$ cat src/hw/dwsp_pkg.sv
// Purpose: Shared constants for the dual wiper serial write port.
// Assumes: Mode 0 serial link, MSB first, command byte then data byte.
// Notes: Wiper positions are eight bits wide, one value per tap.
`default_nettype none
package dwsp_pkg;
	// Command codes that select a wiper.
	localparam logic [7:0] DWSP_CMD_WIPER_A = 8'h00;
	localparam logic [7:0] DWSP_CMD_WIPER_B = 8'h01;
	// Register offsets, equal to the command codes.
	localparam logic [7:0] DWSP_OFS_WIPER_A = 8'h00;
	localparam logic [7:0] DWSP_OFS_WIPER_B = 8'h01;
	// Midscale reset value of both wipers.
	localparam logic [7:0] DWSP_WIPER_RESET = 8'h80;
	// Bits in one frame and in one byte.
	localparam logic [4:0] DWSP_FRAME_BITS = 5'h10;
	localparam logic [4:0] DWSP_BYTE_BITS = 5'h08;
	// Frame receiver states.
	typedef enum logic [1:0] {DWSP_IDLE, DWSP_SHIFT, DWSP_DONE} dwsp_state_t;
endpackage
`default_nettype wire

$ cat src/hw/dwsp_top.sv
// Purpose: Write-only serial receiver setting two 256-tap wiper positions.
// Assumes: clk_i is much faster than the serial clock, at least eight times.
// Notes: A frame is chip select low, sixteen rising serial clock edges, chip select high.
`default_nettype none
`timescale 1ns/100ps
module dwsp_top
	import dwsp_pkg::*;
(
	// Clock and reset.
	input wire logic clk_i,
	input wire logic rst_n_i,
	// Serial link pins, all inputs from the master.
	input wire logic serial_clk_i,
	input wire logic serial_din_i,
	input wire logic chip_sel_n_i,
	// Wiper positions driving the resistor ladders.
	output logic [7:0] wiper_a_position_o,
	output logic [7:0] wiper_b_position_o,
	// One-cycle pulse when a wiper was written.
	output logic wiper_a_update_o,
	output logic wiper_b_update_o
);
	logic sclk_s;
	logic din_s;
	logic csn_s;
	logic sclk_d;
	logic rise;
	logic [15:0] shift;
	logic [4:0] bit_count;
	dwsp_state_t state;
	logic [2:0] sync_in;
	logic [2:0] sync_out;

	// All three pins pass through two flip-flops before use.
	// Chip select is inverted before the synchroniser so that its reset value of zero reads as deselected.
	// Otherwise a false frame start would follow every reset.
	assign sync_in = {serial_clk_i, serial_din_i, ~chip_sel_n_i};
	generate
		for (genvar g = 0; g < 3; g++) begin : g_sync
			dwsp_sync dwsp_sync_i (
				.clk_i(clk_i),
				.rst_n_i(rst_n_i),
				.async_i(sync_in[g]),
				.sync_o(sync_out[g])
			);
		end
	endgenerate
	assign sclk_s = sync_out[2];
	assign din_s = sync_out[1];
	assign csn_s = ~sync_out[0];

	// Rising serial clock is the sampling edge since the clock idles low.
	always_ff @(posedge clk_i or negedge rst_n_i) begin
		if (!rst_n_i) begin
			sclk_d <= 1'b0;
		end else begin
			sclk_d <= sclk_s;
		end
	end
	assign rise = sclk_s & ~sclk_d & ~csn_s;

	// Frame state: chip select low opens, sixteen bits fill, chip select high closes.
	always_ff @(posedge clk_i or negedge rst_n_i) begin
		if (!rst_n_i) begin
			state <= DWSP_IDLE;
		end else begin
			case (state)
				DWSP_IDLE: begin
					if (!csn_s) begin
						state <= DWSP_SHIFT;
					end
				end
				DWSP_SHIFT: begin
					if (csn_s) begin
						state <= DWSP_IDLE; // Partial frame dropped.
					end else if (rise && bit_count == DWSP_FRAME_BITS - 5'h01) begin
						state <= DWSP_DONE;
					end
				end
				DWSP_DONE: begin
					if (csn_s) begin
						state <= DWSP_IDLE;
					end
				end
				default: begin
					state <= DWSP_IDLE;
				end
			endcase
		end
	end

	// Shift in MSB first; the first bit ends up in the top of the register.
	always_ff @(posedge clk_i or negedge rst_n_i) begin
		if (!rst_n_i) begin
			shift <= 16'h0000;
			bit_count <= 5'h00;
		end else if (state != DWSP_SHIFT || csn_s) begin
			bit_count <= 5'h00; // Cleared as soon as the frame is cut.
		end else if (rise) begin
			shift <= {shift[14:0], din_s};
			// The count wraps on the sixteenth bit so it never leaves the frame range.
			if (bit_count == DWSP_FRAME_BITS - 5'h01) begin
				bit_count <= 5'h00;
			end else begin
				bit_count <= bit_count + 5'h01;
			end
		end
	end

	// The frame completes when the sixteenth bit lands; extra clocks are ignored.
	logic frame_done;
	logic [15:0] frame_word;
	assign frame_done = (state == DWSP_SHIFT) && rise && !csn_s && (bit_count == DWSP_FRAME_BITS - 5'h01);
	assign frame_word = {shift[14:0], din_s};

	// Wiper registers; any other command is ignored. Nothing is ever shifted out.
	always_ff @(posedge clk_i or negedge rst_n_i) begin
		if (!rst_n_i) begin
			wiper_a_position_o <= DWSP_WIPER_RESET;
			wiper_b_position_o <= DWSP_WIPER_RESET;
			wiper_a_update_o <= 1'b0;
			wiper_b_update_o <= 1'b0;
		end else begin
			wiper_a_update_o <= 1'b0;
			wiper_b_update_o <= 1'b0;
			if (frame_done && frame_word[15:8] == DWSP_CMD_WIPER_A) begin
				wiper_a_position_o <= frame_word[DWSP_BYTE_BITS - 5'h01:0];
				wiper_a_update_o <= 1'b1;
			end
			if (frame_done && frame_word[15:8] == DWSP_CMD_WIPER_B) begin
				wiper_b_position_o <= frame_word[DWSP_BYTE_BITS - 5'h01:0];
				wiper_b_update_o <= 1'b1;
			end
		end
	end

	// Checks beside the logic.
	property p_wa_load;
		@(posedge clk_i) disable iff (!rst_n_i)
		(frame_done && frame_word[15:8] == DWSP_CMD_WIPER_A) |=>
			(wiper_a_position_o == $past(frame_word[7:0]) && wiper_a_update_o);
	endproperty
	a_wa_load: assert property (p_wa_load) else $error("Wiper A not loaded.");
	property p_wb_load;
		@(posedge clk_i) disable iff (!rst_n_i)
		(frame_done && frame_word[15:8] == DWSP_CMD_WIPER_B) |=>
			(wiper_b_position_o == $past(frame_word[7:0]) && wiper_b_update_o);
	endproperty
	a_wb_load: assert property (p_wb_load) else $error("Wiper B not loaded.");
	property p_wa_hold;
		@(posedge clk_i) disable iff (!rst_n_i)
		!wiper_a_update_o |-> $stable(wiper_a_position_o) || $past(!rst_n_i);
	endproperty
	a_wa_hold: assert property (p_wa_hold) else $error("Wiper A changed without write.");
	property p_wb_hold;
		@(posedge clk_i) disable iff (!rst_n_i)
		!wiper_b_update_o |-> $stable(wiper_b_position_o) || $past(!rst_n_i);
	endproperty
	a_wb_hold: assert property (p_wb_hold) else $error("Wiper B changed without write.");
	property p_one_wiper;
		@(posedge clk_i) disable iff (!rst_n_i)
		!(wiper_a_update_o && wiper_b_update_o);
	endproperty
	a_one_wiper: assert property (p_one_wiper) else $error("Both wipers written at once.");
	property p_abort;
		@(posedge clk_i) disable iff (!rst_n_i)
		(state == DWSP_SHIFT && csn_s) |=> (state == DWSP_IDLE && bit_count == 5'h00);
	endproperty
	a_abort: assert property (p_abort) else $error("Short frame not discarded.");
	property p_msb_first;
		@(posedge clk_i) disable iff (!rst_n_i)
		(state == DWSP_SHIFT && rise) |=> shift[0] == $past(din_s);
	endproperty
	a_msb_first: assert property (p_msb_first) else $error("Bit not shifted in at bottom.");
	property p_no_shift_idle;
		@(posedge clk_i) disable iff (!rst_n_i)
		(csn_s || !(sclk_s && !sclk_d)) |=> $stable(shift);
	endproperty
	a_no_shift_idle: assert property (p_no_shift_idle) else $error("Shift outside rising edge.");
	property p_count_max;
		@(posedge clk_i) disable iff (!rst_n_i)
		bit_count <= DWSP_FRAME_BITS - 5'h01;
	endproperty
	a_count_max: assert property (p_count_max) else $error("Bit count overran frame.");
	c_write_a: cover property (@(posedge clk_i) disable iff (!rst_n_i) wiper_a_update_o);
	c_write_b: cover property (@(posedge clk_i) disable iff (!rst_n_i) wiper_b_update_o);
	c_abort: cover property (@(posedge clk_i) disable iff (!rst_n_i) state == DWSP_SHIFT && csn_s && bit_count != 5'h00);
endmodule // dwsp_top
`default_nettype wire

$ cat src/hw/dwsp_sync.sv
// Purpose: Two flip-flop synchroniser for the serial pins.
// Assumes: Inputs are asynchronous to clk_i.
// Notes: The first stage is read only by the second stage.
`default_nettype none
`timescale 1ns/100ps
module dwsp_sync (
	// Clock and reset.
	input wire logic clk_i,
	input wire logic rst_n_i,
	// Pin side.
	input wire logic async_i,
	// Synchronised side.
	output logic sync_o
);
	logic stage1;

	// Two stages keep metastability away from the decode logic.
	always_ff @(posedge clk_i or negedge rst_n_i) begin
		if (!rst_n_i) begin
			stage1 <= 1'b0;
			sync_o <= 1'b0;
		end else begin
			stage1 <= async_i;
			sync_o <= stage1;
		end
	end
endmodule // dwsp_sync
`default_nettype wire

$ cat config.mk
export PLATFORM = sky130hd
export DESIGN_NAME = dwsp_top
export DESIGN_NICKNAME = d
export VERILOG_FILES = /design/src/hw/dwsp_pkg.sv /design/src/hw/dwsp_top.sv /design/src/hw/dwsp_sync.sv
export SDC_FILE = /design/constraint.sdc
export NUM_CORES = 1
export LEC_CHECK = 0
export BUFFER_PORTS_ARGS = -buffer_cell sky130_fd_sc_hd__buf_2
export CORE_MARGIN = 1.5
export CORE_UTILIZATION = 40
export DETAILED_ROUTE_END_ITERATION = 16
export PLACE_DENSITY_LB_ADDON = 0.08
export RECOVER_POWER = 25
export SETUP_SLACK_MARGIN = 0.4
export SLEW_MARGIN = 10
export SYNTH_ARGS = -nofsm -noshare
export SYNTH_HDL_FRONTEND = slang
export SYNTH_SLANG_ARGS = --single-unit
$ cat constraint.sdc
create_clock -name clk_i -period 1.9 [get_ports clk_i]
set_input_delay 0.285 -clock clk_i [delete_from_list [all_inputs] [get_ports clk_i]]
set_output_delay 0.285 -clock clk_i [all_outputs]
set_load 0.005 [all_outputs]
==> flow_summary.toml, run 1 <==
[status]
outcome = "finished, violations left"
violations = "max-capacitance violations, max-slew violations"

[placed_design]
gp_congestion = 0.7718
hpwlAfterDp_um = 1943
placed_area_mm2 = 0.002008
dp_cells = 192
pre_cts_slack_ns = 0.1542
port_buffers = 22

[routing]
drtPass1Iterations = 4
wirelength_um = 3083
wl_met1_um = 1489
wl_per_cell_um = 14.82
via_count = 1033
route.met2.wl_um = 1430
wl_met3_um = 117
drc = 0
routed.top_layer = "met4"
drtIter0Drc = 34
vias_per_cell = 4.966
postRouteAntennaNets = 0

[logic_synthesis]
synthDistinctLibCells = 25
syn_inst = 116
yosysSeqAreaShare_pct = 65.33
synth-seq-cells = 47
synth_area_mm2 = 0.001804
synth_area_leader_cell = "dfrtp_1"
syn_area_per_cell_um2 = 15.55
yosysWarnings = 0
netlist_top_cells_count = "dfrtp_1, mux2_2, nand2_1"
ys_top_cells_by_area = "dfrtp_1, mux2_2, dfstp_2"
synth_edf_count = 0
synth_top_area_share_pct = 62.41
syn_nets = 122
synth_most_common_cell = "dfrtp_1"
ys.flop_type = "dfrtp_1"
ys_async_sr_fraction_pct = 100.0

[worst_setup_path]
cp.required_ns = 2.08
crit_path_end_kind = "flip-flop"
criticalPathCategory = "flip-flop to flip-flop"
cp_cell_sequence = "nor4_4 -> nand2_2 -> nor3_4 -> buf_12 -> mux2_4"
r2r_cells = 5
max_stage_delay_ns = 0.42
cp_num_cells = 5
critPathBufInv = 1
arrival_ns = 1.83
startpoint_type = "flip-flop"
timing.critical_path.slowest_stage_cell = "dfrtp_1"
cp_max_fo = 8
crit_family = "simple AND/OR/NAND/NOR gates"

[final_layout]
antenna-diode-count = 0
finalNetCount = 161
layout-drive-gt1-share_pct = 53.85
postLayoutCellArea_mm2 = 0.002303
fillers = 354
final_cells = 208
syn2layout_area_growth_pct = 27.67

[sta]
finalSetupViolations = 0
hold_viol_final = 0
clock.fmax_ghz = 0.6087
clock_skew_ns = 0.007291
finalSetupTns_ns = 0
setup_ws_ns = 0.2573
rsz0062_at_grt = "true"
worst_pin_slew_ns = 1.746
relSlewSlack_pct = -16.39
period_share_pct = 86.46
drv_slew = 34
whs_ns = 0.09380
fin_crit_ns = 1.643

[power]
peakVddDrop_v = 0.0005493
powerDensity_mw_per_mm2 = 830.7
p_leak_nw = 1.149

[grt]
grt_pass1_vias = 1108
grt_overflow_total = 0
grtUsageTotal_pct = 14.03
antenna_found_initial = 0
grt_max_degree = 34
grt_pass1_wl_um = 5333

[clock_tree]
cts_buffer_depth = 2
htreeDepth = 2
hold_buffers = 0
cts_buffers = 5
clock_sinks = 47
clkTransAtPathRegs_ns = 0.08
clk_latency_ns = 0.29
cts_tree = "yes"
cts_root_buf = "clkbuf_8"

[floorplan]
dieArea_mm2 = 0.004922
num_rows = 24
initial_utilization_pct = 41.44
pin_count = 23
die_y_um = 70.16
core-area_mm2 = 0.004354
die_x_um = 70.16

[worst_hold_path]
hold_path_class = "primary input to flip-flop"
min_path_cells = 1

[flow_run]
drv_cap = 1
## cells in the final DEF (no fill, tap or decap), drive strengths merged, types with 3 or more instances in the layout
cell / n
buf: 32
clkbuf: 8
dfrtp: 45
mux2: 31
nand2: 8
nor2: 3
nor3: 3
## metal layers
metal,global-route usage [%],up-vias
met5,0,-
met4,4.487,0
met3,5.051,5
met2,21.38,16
met1,18.85,524
li1,-,488
## state kept, by name (all words and copies together), names as in the netlist
| register | cells |
|---|---|
| wiper_a_position_o | 8 |
| shift | 15 |
| sclk_d | 1 |
| bit_count | 5 |
| wiper_a_update_o | 1 |
| wiper_b_update_o | 1 |
| state | 2 |
| g_sync.dwsp_sync_i.sync_o | 3 |
| wiper_b_position_o | 8 |
| g_sync.dwsp_sync_i.stage1 | 3 |
## layout make-up
cell class | instances | area, um^2 | area share, %
flip-flops and latches | 47 | 1179 | 51.17
multi-input cells | 65 | 700.7 | 30.42
repair buffers | 34 | 241.5 | 10.48
clock buffers | 6 | 72.57 | 3.150
well taps | 52 | 65.06 | 2.825
clock inverters | 2 | 37.54 | 1.630
inverters | 2 | 7.507 | 0.3259
## path summary, 6_finish.rpt
kind                                                   startpoint                                      to  slack (ns)
min                                                  serial_din_i  g_sync[1].dwsp_sync_i.stage1$_DFF_PN0_        0.09
max in group asynchronous                                 rst_n_i       wiper_b_position_o[6]$_DFFE_PN0P_        0.45
max reg2reg                                  shift[8]$_DFFE_PN0P_       wiper_a_position_o[6]$_DFFE_PN0P_        0.26
min reg2reg                g_sync[0].dwsp_sync_i.stage1$_DFF_PN0_  g_sync[0].dwsp_sync_i.sync_o$_DFF_PN0_        0.36
min in group asynchronous                                 rst_n_i                bit_count[0]$_DFFE_PN0P_        0.44
max                                          shift[8]$_DFFE_PN0P_       wiper_a_position_o[6]$_DFFE_PN0P_        0.26
## report_power, final
group,switching [mW],internal [mW],total [mW]
combinational,0.0429,0.0691,0.112
clock,0.321,0.392,0.713
sequential,0.0425,1.05,1.09
total,0.406,1.51,1.91
## per-stage QoR
| stage | total power, mW | utilization (%) |
|---|---|---|
| 6_report | 1.913 | 52.90 |
| 5_1_grt | 2.015 | 52.90 |
| 4_1_cts | 1.915 | 50.57 |
| 3_5_place_dp | 1.188 | 46.12 |
| 3_3_place_gp | 1.185 | 46.12 |
| 2_1_floorplan | 1.143 | - |
## cells by family after synthesis
group	share of synthesized area (%)
flops	65.33
mux	19.35
simple gates	10.26
xor+xnor	0.9711
fa+ha+maj	0.6934
buf+inv	1.248
compound gates	2.150
## timing repair
action	in CTS	in global routing
resized for setup	13	16
setup endpoints to repair	31	31
buffers inserted	5	2
pin swaps	3	1
cloned	0	1
(Power assumes the default switching activity.)
==> run 2: changes to the inputs <==
- PLACE_DENSITY: not set -> 0.58
- PLACE_DENSITY_LB_ADDON: 0.08 -> not set
==> flow_summary.toml, run 2 (synthesized netlist as in run 1, its figures left out) <==
[status]
outcome = "complete, no violations"

[clock_tree]
cts_tree = "yes"
clkTransAtPathRegs_ns = 0.08
cts_buffer_depth = 2
cts_root_buf = "clkbuf_8"
cts_buffers = 5
htreeDepth = 2
clk_latency_ns = 0.29
clock_sinks = 47

[routing]
drtIter0Drc = 51
via_count = 1083
vias_per_cell = 5.108
wl_per_cell_um = 15.88
wirelength_um = 3366
drtPass1Iterations = 4
drc = 0
postRouteAntennaNets = 0

[worst_hold_path]
hold_path_class = "primary input to flip-flop"
min_from = "serial_din_i"
hold_end = "g_sync[1].dwsp_sync_i.stage1$_DFF_PN0_"
min_path_cells = 1

[power]
p_leak_nw = 1.163
combPwrFrac_pct = 6.0
power_switching_uw = 407.2
pwr-share-clk_pct = 32.5
peakVddDrop_v = 0.0004624
p_int_mw = 1.363
powerDensity_mw_per_mm2 = 760.0
total_power_mw = 1.771
switching_share_pct = 23.00
seq_power_share_pct = 61.5

[placed_design]
placed_area_mm2 = 0.002021
gp_congestion = 0.6982
hpwlAfterDp_um = 2098
port_buffers = 22
dp_cells = 192

[sta]
fin_crit_ns = 1.633
period_share_pct = 85.96
drv_slew = 0
finalSetupTns_ns = 0
hold_viol_final = 0
clock_skew_ns = 0.005563
clock.fmax_ghz = 0.6123
relSlewSlack_pct = 63.24
worst_pin_slew_ns = 0.5514
finalSetupViolations = 0
rsz0062_at_grt = "true"

[grt]
grt_overflow_total = 0
grt_pass1_vias = 1207
grt_max_degree = 25
grtUsageTotal_pct = 14.85
grt_pass1_wl_um = 5747
antenna_found_initial = 0

[final_layout]
fillers = 358
reg_top3 = "shift: 15 flops, wiper_a_position_o: 8 flops, wiper_b_position_o: 8 flops"
postLayoutCellArea_mm2 = 0.002330
final_cell_mix = "dfrtp_1, buf_2, mux2_4, mux2_2, buf_4"
largest_reg_flops = 15
syn2layout_area_growth_pct = 29.13
regMostFlops = "shift"
antenna-diode-count = 0
finalNetCount = 165
final_common_cell = "dfrtp_1"
layout-drive-gt1-share_pct = 55.63
final_cells = 212

[flow_run]
drv_cap = 0

[worst_setup_path]
timing.critical_path.slowest_stage_cell = "dfrtp_1"
cp_cell_sequence = "nor4_4 -> nand2_2 -> nor3_4 -> buf_12 -> mux2_4"
arrival_ns = 1.81
reg2reg_to = "wiper_a_position_o[6]$_DFFE_PN0P_"
r2r_start = "shift[13]$_DFFE_PN0P_"
r2r_cells = 5
crit_path_end_kind = "flip-flop"
criticalPathCategory = "flip-flop to flip-flop"
cp.required_ns = 2.08
startpoint_type = "flip-flop"
ff2ff_setup_slack_ns = 0.27
max_stage_delay_ns = 0.42
cp_max_fo = 8

[floorplan]
pin_count = 23
core-area_mm2 = 0.004354
num_rows = 24
die_x_um = 70.16
initial_utilization_pct = 41.44
dieArea_mm2 = 0.004922
die_y_um = 70.16
run 2: worst max path at each step:
stage / startpoint / end / cells past startpoint
final: shift[13]$_DFFE_PN0P_ / wiper_a_position_o[6]$_DFFE_PN0P_ / 5
after global placement: bit_count[0]$_DFFE_PN0P_ / wiper_a_position_o[6]$_DFFE_PN0P_ / 6
after global routing: shift[13]$_DFFE_PN0P_ / wiper_a_position_o[6]$_DFFE_PN0P_ / 5
after CTS: bit_count[1]$_DFFE_PN0P_ / wiper_a_position_o[6]$_DFFE_PN0P_ / 6
after floorplan: bit_count[0]$_DFFE_PN0P_ / wiper_a_position_o[0]$_DFFE_PN0P_ / 5
after detailed placement: bit_count[0]$_DFFE_PN0P_ / wiper_a_position_o[5]$_DFFE_PN0P_ / 6
run 2: cell type report:
cell class                      count  area [um^2]  area share [%]
Timing Repair Buffer               38        299.0           12.84
Clock buffer                        6        72.57           3.115
Multi-Input combinational cell     65        694.4           29.81
Sequential cell                    47         1179           50.59
Tap cell                           52        65.06           2.793
Inverter                            2        7.507          0.3222
Clock inverter                      2        12.51          0.5371
run 2: metal layers:
metal / global-route usage, % / routed length, um / vias to the layer above / share of wire (%)
li1: - / - / 496 / -
met1: 18.39 / 1509 / 548 / 45
met2: 24.44 / 1619 / 28 / 48
met3: 4.185 / 146 / 11 / 4.3
met4: 6.197 / 91 / 0 / 2.7
met5: 0 / 0 / - / 0
run 2: worst max-delay path, delay by kind of cell, from the launching register on:
| family | cells | cell delay (ns) |
|---|---|---|
| and+or+nand+nor | 3 | 0.65 |
| DFF | 1 | 0.42 |
| muxes | 1 | 0.29 |
| buffers and inverters | 1 | 0.16 |
run 2: power by group through the flow:
stage          registers, mW  logic [mW]  clock network [mW]
2_1_floorplan           1.09      0.0512                   0
3_3_place_gp            1.11      0.0831                   0
3_5_place_dp            1.11      0.0860                   0
4_1_cts                 1.09      0.0913               0.602
5_1_grt                 1.10       0.119               0.637
6_report                1.09       0.105               0.576
run 2: metrics by stage:
step           hold WS, ns  utilization (%)  worst slack, ns
2_1_floorplan     -0.01059                -           0.2445
3_3_place_gp        0.3052            46.41           0.1867
3_5_place_dp        0.3102            46.41           0.1368
4_1_cts            0.07966            50.40           0.2365
5_1_grt            0.07587            53.51           0.1710
6_report           0.08971            53.51           0.2667
run 2: timing repair:
item	CTS	global route
setup endpoints to repair	31	33
resized for setup	11	16
hold buffers	1	0
buffers inserted	5	5
cloned	0	1
endpoints found under the hold margin	21	0
pin swaps	3	4
==> run 3: changes to the inputs <==
- BUFFER_PORTS_ARGS: -buffer_cell sky130_fd_sc_hd__buf_2 -> -buffer_cell sky130_fd_sc_hd__buf_4
==> flow_summary.toml, run 3 (synthesized netlist as in run 1, its figures left out) <==
[worst_setup_path]
startpoint_type = "flip-flop"
timing.critical_path.slowest_stage_cell = "dfrtp_1"
critPathBufInv = 1
cp_cell_sequence = "nor4_4 -> nand2_2 -> nor3_4 -> buf_12 -> mux2_4"
cp.required_ns = 2.08
max_stage_delay_ns = 0.42
crit_path_end_kind = "flip-flop"
arrival_ns = 1.81
criticalPathCategory = "flip-flop to flip-flop"
crit_family = "simple AND/OR/NAND/NOR gates"
cp_max_fo = 8

[grt]
antenna_found_initial = 0
grtUsageTotal_pct = 14.51
grt_overflow_total = 0
grt_max_degree = 48
grt_pass1_wl_um = 5589
grt_pass1_vias = 1155

[final_layout]
reg_top3 = "shift: 15 flops, wiper_a_position_o: 8 flops, wiper_b_position_o: 8 flops"
final_common_cell = "dfrtp_1"
multi_input_area_um2 = 664.4
largest_reg_flops = 15
fillers = 372
layout-drive-gt1-share_pct = 56.60
finalNetCount = 164
finish.utilization_pct = 53.36
antenna-diode-count = 0
final_cell_mix = "dfrtp_1, buf_4, mux2_2, mux2_4"
seq_area_mm2 = 0.001179
regMostFlops = "shift"
syn2layout_area_growth_pct = 28.78

[sta]
clock.fmax_ghz = 0.6127
period_share_pct = 85.90
drv_slew = 0
rsz0062_at_grt = "true"
fin_crit_ns = 1.632
relSlewSlack_pct = 24.39
finalSetupViolations = 0
clock_skew_ns = 0.003198
hold_viol_final = 0
worst_pin_slew_ns = 1.134
finalSetupTns_ns = 0

[floorplan]
initial_utilization_pct = 41.44
die_y_um = 70.16
dieArea_mm2 = 0.004922
core-area_mm2 = 0.004354
pin_count = 23
num_rows = 24
die_x_um = 70.16

[power]
p_leak_nw = 1.147
peakVddDrop_v = 0.0005192
powerDensity_mw_per_mm2 = 790.2

[routing]
drtPass1Iterations = 4
postRouteAntennaNets = 0
vias_per_cell = 4.953
wirelength_um = 3155
via_count = 1045
drc = 0
drtIter0Drc = 22
wl_per_cell_um = 14.95

[clock_tree]
clock_sinks = 47
cts_buffer_depth = 2
clk_latency_ns = 0.29
clkTransAtPathRegs_ns = 0.09
cts_tree = "yes"
htreeDepth = 2
cts_buffers = 5
cts_root_buf = "clkbuf_8"

[placed_design]
gp_congestion = 0.7024
port_buffers = 22
hpwlAfterDp_um = 2056

[flow_run]
drv_cap = 0

[worst_hold_path]
hold_path_class = "primary input to flip-flop"

[status]
outcome = "complete, no violations"
[run 3: cell types whose count changed in the layout (fill, tap and decap cells not counted), sizes merged]
cell | before | now
buf | 36 | 33
clkbuf | 7 | 11
dlygate4sd3 | 1 | 0
clkinv | 1 | 0
[run 3: timing repair]
action	in CTS	in global routing
setup endpoints to repair	31	31
setup buffers	6	6
resized for setup	13	7
hold buffers	0	0
pin swaps	4	4
[run 3: worst paths after layout]
check,endpoint,cells past startpoint,start,slack (ns)
worst max-delay path,wiper_a_position_o[1]$_DFFE_PN0P_,5,shift[8]$_DFFE_PN0P_,0.27
worst min-delay path,g_sync[2].dwsp_sync_i.stage1$_DFF_PN0_,1,serial_clk_i,0.12
worst max register to register,wiper_a_position_o[1]$_DFFE_PN0P_,5,shift[8]$_DFFE_PN0P_,0.27
worst min register to register,g_sync[2].dwsp_sync_i.sync_o$_DFF_PN0_,0,g_sync[2].dwsp_sync_i.stage1$_DFF_PN0_,0.36
max in group asynchronous,shift[14]$_DFFE_PN0P_,1,rst_n_i,1.01
min in group asynchronous,bit_count[3]$_DFFE_PN0P_,1,rst_n_i,0.20
[run 3: where the power goes]
part,switching [mW],leakage (nW),internal (mW)
registers,0.0453,0.625,1.05
logic,0.0408,0.472,0.0479
clock network,0.325,0.0505,0.331
[run 3: worst register-to-register path, cell delays in order, from the launching register on]
cell and delay [ns]:
dfrtp_1 0.42, nor4_4 0.33, nand2_2 0.11, nor3_4 0.21, buf_12 0.16, mux2_4 0.30
[run 3: layout make-up]
| class | count | share of cell area, % |
|---|---|---|
| clock buffer | 7 | 4.146 |
| clock inverter | 1 | 0.3231 |
| inverter | 2 | 0.3231 |
| timing repair buffer | 37 | 13.09 |
| multi-input combinational | 65 | 28.59 |
| tap | 52 | 2.800 |
| sequential | 47 | 50.73 |
[run 3: through the flow]
| step | hold slack, ns | area [um^2] | std cells | worst slack (ns) | power, mW |
|---|---|---|---|---|---|
| finish | 0.1199 | 2323 | 211 | 0.2678 | 1.836 |
| global route | 0.09975 | 2323 | 211 | 0.1816 | 1.908 |
| CTS | 0.01072 | 2251 | 205 | 0.2313 | 1.854 |
| detailed placement | 0.3261 | 2056 | 191 | 0.1637 | 1.192 |
| global placement | 0.3204 | 2056 | 191 | 0.1925 | 1.186 |
| floorplan | -0.01059 | 1813 | 116 | 0.2445 | 1.143 |
[run 3: routing by layer]
layer  wire (um)  part of all wire, %  up-vias  global-route usage, %
met1        1490                   47      534                  18.89
li1            -                    -      492                      -
met5           0                    0        -                      0
met2        1540                   49       15                  23.07
met3          75                  2.4        4                  3.608
met4          48                  1.5        0                  6.410
